==> src/core/timer_defines.vh <==
`ifndef TIMER_DEFINES_VH
`define TIMER_DEFINES_VH
// ----------------------------------------
// Register map.
// ----------------------------------------
`define ADDR_CONTROL_ZERO 4'h0
`define ADDR_CONTROL_ONE 4'h1
`define ADDR_COUNT_LOW 4'h2
`define ADDR_COUNT_HIGH 4'h3
`define ADDR_COMPARE_A_LOW 4'h4
`define ADDR_COMPARE_A_HIGH 4'h5
`define ADDR_FLAGS 4'h6
`define ADDR_PIN 4'h7
// ----------------------------------------
// Control zero fields.
// ----------------------------------------
`define BIT_RUN 3
`define BIT_P_HIGH 2
`define BIT_P_LOW 0
// ----------------------------------------
// Control one fields.
// ----------------------------------------
`define BIT_MODE_HIGH 7
`define BIT_MODE_LOW 6
`define BIT_FUNC_HIGH 5
`define BIT_FUNC_LOW 4
`define BIT_LEVEL 3
`define BIT_INVERT 2
`define BIT_SWAP 1
`define BIT_CLEAR_SEL 0
`define MODE_COMPARE 2'h0
`define MODE_UNDEFINED 2'h1
`define MODE_PWM 2'h2
`define MODE_COUNTER 2'h3
`define FUNC_HOLD 2'h0
`define FUNC_LOW 2'h1
`define FUNC_HIGH 2'h2
`define FUNC_TOGGLE 2'h3
`define CONTROL_RESET 8'h00
`define COUNT_MAX 10'h3ff
`endif

==> src/core/compact_timer.v <==
`timescale 1ns/1ps
`include "timer_defines.vh"
module compact_timer (
  input wire clk,
  input wire rst,
  input wire [3:0] addr,
  input wire [7:0] wdata,
  input wire wr,
  input wire rd,
  output reg [7:0] rdata,
  output reg timer_output_pin,
  output reg compare_a_match_flag,
  output reg compare_p_match_flag
);
  // ----------------------------------------
  // Registers.
  // ----------------------------------------
  reg [7:0] control_zero;
  reg [7:0] timer0_control_one;
  reg [9:0] compare_a_value;
  reg [9:0] count;
  reg run_prev;
  reg pin_state;
  reg pwm_state;
  wire timer_run_control = control_zero[`BIT_RUN];
  wire [2:0] compare_p_value = control_zero[`BIT_P_HIGH:`BIT_P_LOW];
  wire [1:0] mode = timer0_control_one[`BIT_MODE_HIGH:`BIT_MODE_LOW];
  wire [1:0] pin_function = timer0_control_one[`BIT_FUNC_HIGH:`BIT_FUNC_LOW];
  wire output_level_select = timer0_control_one[`BIT_LEVEL];
  wire output_invert_select = timer0_control_one[`BIT_INVERT];
  wire period_duty_swap = timer0_control_one[`BIT_SWAP];
  wire clear_source_select = timer0_control_one[`BIT_CLEAR_SEL];
  wire run_rise = timer_run_control & ~run_prev;
  wire running = timer_run_control & run_prev;
  // ----------------------------------------
  // Comparators.
  // ----------------------------------------
  wire match_a = running && (count == compare_a_value);
  wire match_p = running && (count[9:7] == compare_p_value);
  wire overflow = running && (count == `COUNT_MAX);
  wire is_pwm = (mode == `MODE_PWM);
  wire is_compare = (mode == `MODE_COMPARE);
  wire is_counter = (mode == `MODE_COUNTER);
  wire a_zero = (compare_a_value == 10'h000);
  reg clear_now;
  reg set_a;
  reg set_p;
  reg pwm_period;
  reg pwm_duty;
  always @* begin
    clear_now = 1'b0;
    set_a = 1'b0;
    set_p = 1'b0;
    pwm_period = 1'b0;
    pwm_duty = 1'b0;
    if (is_pwm) begin
      set_a = match_a;
      set_p = match_p;
      pwm_period = period_duty_swap ? match_a : match_p;
      pwm_duty = period_duty_swap ? match_p : match_a;
      clear_now = pwm_period | overflow;
    end else if (clear_source_select) begin
      set_a = match_a & ~a_zero;
      clear_now = (match_a & ~a_zero) | overflow;
    end else begin
      set_a = match_a;
      set_p = match_p & (compare_p_value != 3'h0);
      clear_now = (match_p & (compare_p_value != 3'h0)) | overflow;
    end
  end
  // ----------------------------------------
  // Compare-mode pin state.
  // ----------------------------------------
  reg next_pin_state;
  always @* begin
    next_pin_state = pin_state;
    if (run_rise) begin
      next_pin_state = output_level_select;
    end else if (is_compare && set_a) begin
      case (pin_function)
        `FUNC_HOLD: next_pin_state = pin_state;
        `FUNC_LOW: next_pin_state = 1'b0;
        `FUNC_HIGH: next_pin_state = 1'b1;
        `FUNC_TOGGLE: next_pin_state = ~pin_state;
        default: next_pin_state = pin_state;
      endcase
    end
  end
  always @(posedge clk) begin
    if (rst) begin
      pin_state <= 1'b0;
    end else begin
      pin_state <= next_pin_state;
    end
  end
  // ----------------------------------------
  // Register write decode.
  // ----------------------------------------
  wire write_control_zero = wr && (addr == `ADDR_CONTROL_ZERO);
  wire write_control_one = wr && (addr == `ADDR_CONTROL_ONE);
  wire write_a_low = wr && (addr == `ADDR_COMPARE_A_LOW);
  wire write_a_high = wr && (addr == `ADDR_COMPARE_A_HIGH);
  wire write_flags = wr && (addr == `ADDR_FLAGS);
  wire clear_a_request = write_flags && wdata[0];
  wire clear_p_request = write_flags && wdata[1];
  // ----------------------------------------
  // Control registers.
  // ----------------------------------------
  always @(posedge clk) begin
    if (rst) begin
      control_zero <= `CONTROL_RESET;
    end else if (write_control_zero) begin
      control_zero <= wdata;
    end
  end
  always @(posedge clk) begin
    if (rst) begin
      timer0_control_one <= `CONTROL_RESET;
    end else if (write_control_one) begin
      timer0_control_one <= wdata;
    end
  end
  // ----------------------------------------
  // Compare A value.
  // ----------------------------------------
  always @(posedge clk) begin
    if (rst) begin
      compare_a_value <= 10'h000;
    end else begin
      if (write_a_low) begin
        compare_a_value[7:0] <= wdata;
      end
      if (write_a_high) begin
        compare_a_value[9:8] <= wdata[1:0];
      end
    end
  end
  // ----------------------------------------
  // Run edge tracking.
  // ----------------------------------------
  always @(posedge clk) begin
    if (rst) begin
      run_prev <= 1'b0;
    end else begin
      run_prev <= timer_run_control;
    end
  end
  // ----------------------------------------
  // Counter.
  // ----------------------------------------
  reg [9:0] next_count;
  always @* begin
    next_count = count;
    if (run_rise) begin
      next_count = 10'h000;
    end else if (running && clear_now) begin
      next_count = 10'h000;
    end else if (running) begin
      next_count = count + 10'h001;
    end
  end
  always @(posedge clk) begin
    if (rst) begin
      count <= 10'h000;
    end else begin
      count <= next_count;
    end
  end
  // ----------------------------------------
  // Waveform state.
  // ----------------------------------------
  reg next_pwm_state;
  always @* begin
    next_pwm_state = pwm_state;
    if (run_rise || pwm_period) begin
      next_pwm_state = 1'b1;
    end else if (pwm_duty) begin
      next_pwm_state = 1'b0;
    end
  end
  always @(posedge clk) begin
    if (rst) begin
      pwm_state <= 1'b0;
    end else begin
      pwm_state <= next_pwm_state;
    end
  end
  // ----------------------------------------
  // Match flags.
  // ----------------------------------------
  reg next_flag_a;
  reg next_flag_p;
  always @* begin
    next_flag_a = compare_a_match_flag;
    if (set_a) begin
      next_flag_a = 1'b1;
    end else if (clear_a_request) begin
      next_flag_a = 1'b0;
    end
  end
  always @* begin
    next_flag_p = compare_p_match_flag;
    if (set_p) begin
      next_flag_p = 1'b1;
    end else if (clear_p_request) begin
      next_flag_p = 1'b0;
    end
  end
  always @(posedge clk) begin
    if (rst) begin
      compare_a_match_flag <= 1'b0;
      compare_p_match_flag <= 1'b0;
    end else begin
      compare_a_match_flag <= next_flag_a;
      compare_p_match_flag <= next_flag_p;
    end
  end
  // ----------------------------------------
  // Output pin.
  // ----------------------------------------
  reg next_pin;
  always @* begin
    next_pin = 1'b0;
    if (is_pwm) begin
      case (pin_function)
        `FUNC_HOLD: next_pin = ~output_level_select;
        `FUNC_LOW: next_pin = output_level_select;
        `FUNC_HIGH: next_pin = pwm_state ? output_level_select : ~output_level_select;
        default: next_pin = ~output_level_select;
      endcase
      next_pin = next_pin ^ output_invert_select;
    end else if (is_compare) begin
      next_pin = pin_state ^ output_invert_select;
    end else begin
      next_pin = 1'b0;
    end
  end
  always @(posedge clk) begin
    if (rst) begin
      timer_output_pin <= 1'b0;
    end else begin
      timer_output_pin <= next_pin;
    end
  end
  // ----------------------------------------
  // Register read.
  // ----------------------------------------
  reg [7:0] next_rdata;
  always @* begin
    next_rdata = 8'h00;
    if (rd) begin
      case (addr)
        `ADDR_CONTROL_ZERO: next_rdata = control_zero;
        `ADDR_CONTROL_ONE: next_rdata = timer0_control_one;
        `ADDR_COUNT_LOW: next_rdata = count[7:0];
        `ADDR_COUNT_HIGH: next_rdata = {6'h00, count[9:8]};
        `ADDR_COMPARE_A_LOW: next_rdata = compare_a_value[7:0];
        `ADDR_COMPARE_A_HIGH: next_rdata = {6'h00, compare_a_value[9:8]};
        `ADDR_FLAGS: next_rdata = {6'h00, compare_p_match_flag, compare_a_match_flag};
        `ADDR_PIN: next_rdata = {7'h00, pin_state};
        default: next_rdata = 8'h00;
      endcase
    end
  end
  always @(posedge clk) begin
    if (rst) begin
      rdata <= 8'h00;
    end else begin
      rdata <= next_rdata;
    end
  end
endmodule // compact_timer

==> config.mk <==
export PLATFORM = sky130hd
export DESIGN_NAME = compact_timer
export DESIGN_NICKNAME = d
export VERILOG_FILES = /design/src/core/compact_timer.v
export VERILOG_INCLUDE_DIRS = /design/src /design/src/core
export SDC_FILE = /design/constraint.sdc
export NUM_CORES = 1
export LEC_CHECK = 0
export CORE_AREA = 2 2 93 104
export DETAILED_ROUTE_END_ITERATION = 10
export DIE_AREA = 0 0 95 106
export DONT_BUFFER_PORTS = 1
export PLACE_DENSITY = 0.54
export SYNTH_ARGS = -nofsm -noshare
export SYNTH_HDL_FRONTEND = slang
export SYNTH_SLANG_ARGS = --single-unit
export TNS_END_PERCENT = 50
==> constraint.sdc <==
create_clock -name clk -period 4.12 [get_ports clk]
set_input_delay 0.206 -clock clk [delete_from_list [all_inputs] [get_ports clk]]
set_output_delay 0.206 -clock clk [all_outputs]
set_load 0.01 [all_outputs]
==> results of run 1 <==
## logic make-up (layout without fill, tap and decap cells)
kind of cell / count (synthesis) / in the layout / share of synthesized area, %
simple gates: 124 / 124 / 24.0
compound gates: 67 / 67 / 19.7
flops: 50 / 50 / 37.7
buf+inv: 26 / 17 / 3.72
xor+xnor: 20 / 20 / 6.60
mux: 14 / 14 / 5.94
fa+ha+maj: 5 / 5 / 2.36
## cell usage after synthesis (2+ instances only)
library cell / n
dfxtp_1: 50
nand2_1: 34
nand3_1: 28
a21oi_1: 24
nor2_1: 23
clkbuf_1: 18
xor2_1: 18
mux2i_1: 12
nor3_1: 7
a211oi_2: 6
a222oi_1: 6
a22o_1: 6
inv_1: 6
nor4_1: 6
ha_1: 5
nor2b_1: 5
o21ai_0: 5
nand4_1: 4
a31oi_1: 3
a211o_1: 2
and3_1: 2
and4_1: 2
and4b_1: 2
nand2b_1: 2
nor3b_1: 2
o221ai_1: 2
o31ai_1: 2
xnor2_1: 2
## state kept, by name, summed over array words and instances (netlist names), 8 cells and up
| signal | cells |
|---|---|
| compare_a_value | 10 |
| count | 10 |
| control_zero | 8 |
| rdata | 8 |
| timer0_control_one | 8 |
## power by group through the flow
stage / combinational (mW) / clock (mW) / sequential, mW
global route: 0.0533 / 0.401 / 0.496
finish: 0.0488 / 0.374 / 0.495
detailed placement: 0.0415 / 0 / 0.506
CTS: 0.0487 / 0.378 / 0.495
floorplan: 0.0442 / 0 / 0.504
global placement: 0.0413 / 0 / 0.506
## final cells by class
type                    count  area, um^2  area share (%)
flip-flops and latches     50        1000            34.7
repair buffers              3        35.0            1.22
multi-input cells         230        1560            54.1
well taps                 117         146            5.08
clock inverters             3        48.8            1.69
inverters                   6        22.5           0.781
clock buffers               5        68.8            2.39
## critical path: stages (launching register included)
cell	delay (ns)
dfxtp_1	0.47
nand2_1	0.29
nor4_1	0.63
a2bb2oi_1	0.20
o21ai_4	0.17
o21ai_0	0.14
## stage by stage
| stage | hold slack (ns) | utilization [%] |
|---|---|---|
| after detailed placement | 0.286 | 30.1 |
| after global placement | 0.285 | 30.1 |
| after floorplan | 0.350 | - |
| after global routing | 0.0160 | 31.6 |
| after CTS | 0.0215 | 31.6 |
| final | 0.0166 | 31.6 |
## cells in the final DEF, fill, tap and decap left out, types with 6 or more instances in the layout
| cell type | count |
|---|---|
| inv_1 | 6 |
| a222oi_1 | 6 |
| nor2_1 | 23 |
| nand3_1 | 28 |
| dfxtp_1 | 50 |
| a21oi_1 | 24 |
| a211oi_2 | 6 |
| nand2_1 | 34 |
| xor2_1 | 18 |
| nor3_1 | 7 |
| a22o_1 | 6 |
| mux2i_1 | 12 |
## worst paths after layout
path	endpoint	start	depth (start not counted)
max	count[1]	control_zero[3]	5
min	control_zero[5]	wdata[5]	2
max reg2reg	count[1]	control_zero[3]	5
min reg2reg	control_zero[6]	control_zero[6]	2
## per-layer routing
metal | vias to the layer above | global-route usage (%) | routed length (um)
li1 | 1096 | - | -
met1 | 1094 | 20.6 | 3290
met2 | 76 | 24.5 | 3570
met3 | 18 | 3.47 | 514
met4 | 0 | 4.55 | 163
met5 | - | 0 | 0
==> impl_metrics.yaml, run 1 <==
run_status:
  status: "finished clean"
clock_tree:
  cts_tree: "yes"
  cts_hold_buf: 1
  cts-root-buf: "clkbuf_8"
  htreeDepth: 2
  clock-sinks: 50
  clock_latency_ns: 0.32
  clk_pin_slew_ns: 0.10
  numCtsBuffers: 5
  cts_resized: 0
  clk_path_buf_depth: 2
  post_cts_buffers: 0
final_layout:
  nets: 317
  drive_above_1_share_pct: 8.42
  syn2layout_area_growth_pct: 8.63
  final_cells: 414
  fin_area_um2: 2880
  fillCellCount: 956
  antenna_cells: 0
place:
  hpwl_um: 5430
  place_ws_ns: 2.09
  place_area_um2: 2750
  dpl.cell_count: 405
  port_buffers: 0
  place_congestion: 0.958
die:
  die_x_um: 95
  die_y_um: 106
  die-area_um2: 10100
  num_rows: 37
  initial_core_util_pct: 29.1
  coreArea_um2: 9120
  io_pins: 27
power:
  power_density_nw_per_um2: 318
  p_clk_share_pct: 40.8
  power_mw: 0.918
  switching_share_pct: 24.4
  p_seq_share_pct: 53.9
  power_leakage_nw: 1.04
  vdd.ir_drop.worst_mv: 0.116
  p_switching_mw: 0.224
  pwr-share-comb_pct: 5.3
  p_int_mw: 0.694
timing:
  setup_viol: 0
  finalSetupTns_ns: 0
  worstMarginPinSlew_ns: 0.632
  drv_slew: 0
  layout_setup_ws_ns: 2.10
  rsz0062_at_grt: "false"
  timing.fmax_ghz: 0.496
  fin_crit_sh_pct: 48.9
  period_needed_ns: 2.02
  clock_skew_ns: 0.00678
  max_slew_margin_pct: 57.7
  hold_viol: 0
worst_setup_path:
  critPathMaxFanout: 11
  cp.arrival_ns: 2.21
  ff2ff_setup_slack_ns: 2.10
  worstSetupEndpointType: "register"
  timing.critical_path.from_type: "register"
  cp.required_ns: 4.32
  crit_type: "reg2reg"
yosys:
  async_reset_ff_share_pct: 0
  ys_seq_area_share_pct: 37.7
  syn_nets: 327
  synthesis.area_um2: 2650
  synth_cell_types: 50
  synth_flop_cell: "dfxtp_1"
  synth_cells: 306
  syn_area_per_cell_um2: 8.67
  ys_ff_latch: 50
  yosysWarnings: 0
  synth_edf_count: 0
  synth_area_leaders: "dfxtp_1 (38%), xor2_1 (5.9%), nand3_1 (5.3%), nand2_1 (4.8%), a21oi_1 (4.5%)"
  synth_top_area_share_pct: 37.7
  yosysTopAreaCell: "dfxtp_1"
global_route:
  grt_max_degree: 32
  grt_pass1_wl_um: 12000
  grt_usage_pct: 15.4
  first_global_vias: 2190
  antenna_found_initial: 0
  overflow: 0
route:
  wl_um: 7540
  detail-route-antenna-nets: 0
  dr_total_vias: 2284
  drt-pass1-iter-count: 5
  viasPerCell: 5.52
  drc: 0
  drtIter0Drc: 214
  routedWlPerCell_um: 18.2
run:
  drv_cap: 0
hold_path:
  hold_class: "in2reg"
Power figures use the tool's default switching activity.
==> inputs of run 2 (changes only) <==
Clock period 4.12 ns to 2 ns, I/O delays scaled along.
==> impl_metrics.yaml, run 2 (synthesis results as in run 1) <==
timing:
  max_slew_margin_pct: 60.4
  clock_skew_ns: 0.00681
  drv_slew: 0
  period_needed_ns: 1.90
  hold_viol: 0
  setup_viol: 0
  rsz0062_at_grt: "false"
  timing.fmax_ghz: 0.525
  fin_crit_sh_pct: 95.2
  worstMarginPinSlew_ns: 0.592
  finalSetupTns_ns: 0
  hold-worst-slack_ns: 0.0286
global_route:
  grt_max_degree: 32
  grt_pass1_wl_um: 12900
  first_global_vias: 2342
  antenna_found_initial: 1
  overflow: 0
  grt_usage_pct: 16.9
die:
  num_rows: 37
  die-area_um2: 10100
  initial_core_util_pct: 29.1
  io_pins: 27
  coreArea_um2: 9120
  die_y_um: 106
  die_x_um: 95
final_layout:
  drive_above_1_share_pct: 13.2
  final_util_pct: 34.8
  fin_area_um2: 3180
  final_cells: 450
  syn2layout_area_growth_pct: 19.7
  mostFrequentLayoutCells: "dfxtp_1 (50), nand2_1 (34), nand3_1 (28)"
  layout_commonest_cell: "dfxtp_1"
  reg_top3: "compare_a_value: 10 flops, count: 10 flops"
  antenna_cells: 0
  nets: 353
clock_tree:
  htreeDepth: 2
  cts-root-buf: "clkbuf_8"
  cts_tree: "yes"
  cts_resized: 0
  numCtsBuffers: 5
  clk_pin_slew_ns: 0.10
  clk_path_buf_depth: 2
  clock_latency_ns: 0.31
  clock-sinks: 50
power:
  vdd.ir_drop.worst_mv: 0.273
  power_density_nw_per_um2: 570
  power_leakage_nw: 1.19
place:
  dpl.cell_count: 424
  place_area_um2: 2890
  place_congestion: 0.935
  hpwl_um: 5830
  port_buffers: 0
worst_setup_path:
  timing.critical_path.from_type: "register"
  cp.arrival_ns: 2.14
  path_buf_inv: 0
  r2r-start: "compare_a_value[2]"
  cp.required_ns: 2.23
  crit_chain: "or4_4 > nor4_4 > a2bb2oi_4 > o21ai_4 > a211oi_2"
  cp-startpoint: "compare_a_value[2]"
  critPathMaxFanout: 8
  worstSetupEndpointType: "register"
  cp_top_family: "simple AND/OR/NAND/NOR gates"
  crit_type: "reg2reg"
  critPathMaxStageDelay_ns: 0.53
  slowest_stage: "or4_4"
hold_path:
  hold_class: "in2reg"
  hold_start: "wdata[0]"
route:
  dr_total_vias: 2474
  drtIter0Drc: 237
  wl_um: 8200
  viasPerCell: 5.50
  detail-route-antenna-nets: 0
  drc: 0
  routedWlPerCell_um: 18.2
  drt-pass1-iter-count: 5
run:
  drv_cap: 0
run_status:
  status: "finished clean"
-- run 2: cell types whose count changed in the layout (fill, tap and decap cells not counted) --
cell	previous run	this run
buf_4	2	21
dlygate4sd3_1	0	17
bufinv_16	1	0
clkbuf_8	5	6
inv_6	0	1
inv_8	1	0
-- run 2: worst min-delay path, delay by kind of cell --
family | cells | cell delay, ns
AND/OR/NAND/NOR | 2 | 0.12
AO/OA/AOI/OAI | 1 | 0.06
-- run 2: what timing repair did --
item / CTS / global route
hold buffers: 18 / 0
setup buffers: 0 / 0
hold endpoints to repair: 33 / 0
-- run 2: metrics by stage --
step	worst slack [ns]	power, mW
after floorplan	0.249	1.13
after global placement	0.177	1.13
after detailed placement	0.125	1.13
after CTS	0.0998	1.83
after global routing	0.0172	1.88
final	0.0958	1.81
-- run 2: routing by layer --
layer	up-vias	GRT usage [%]	share of wire, %
met2	93	26.6	47
li1	1168	-	-
met5	-	0	0.16
met1	1190	22.4	44
met4	2	7.25	3.2
met3	21	3.12	6.2
-- run 2: worst paths after layout --
kind / slack [ns] / cells after the start / end
max: 0.1 / 5 / count[6]
min: 0.03 / 3 / compare_a_match_flag
max reg2reg: 0.1 / 5 / count[6]
min reg2reg: 0.46 / 2 / control_zero[5]
-- run 2: power by group --
| group | internal [mW] | switching [mW] |
|---|---|---|
| clock | 0.286 | 0.365 |
| sequential | 1.01 | 0.0116 |
| combinational | 0.0650 | 0.0770 |
| total | 1.36 | 0.454 |
-- run 2: layout make-up --
type / instances / area, um^2
Fill cell: 959 / 5940
Multi-Input combinational cell: 230 / 1560
Clock inverter: 2 / 16.3
Tap cell: 117 / 146
Timing Repair Buffer: 39 / 348
Clock buffer: 6 / 82.6
Inverter: 6 / 22.5
Sequential cell: 50 / 1000
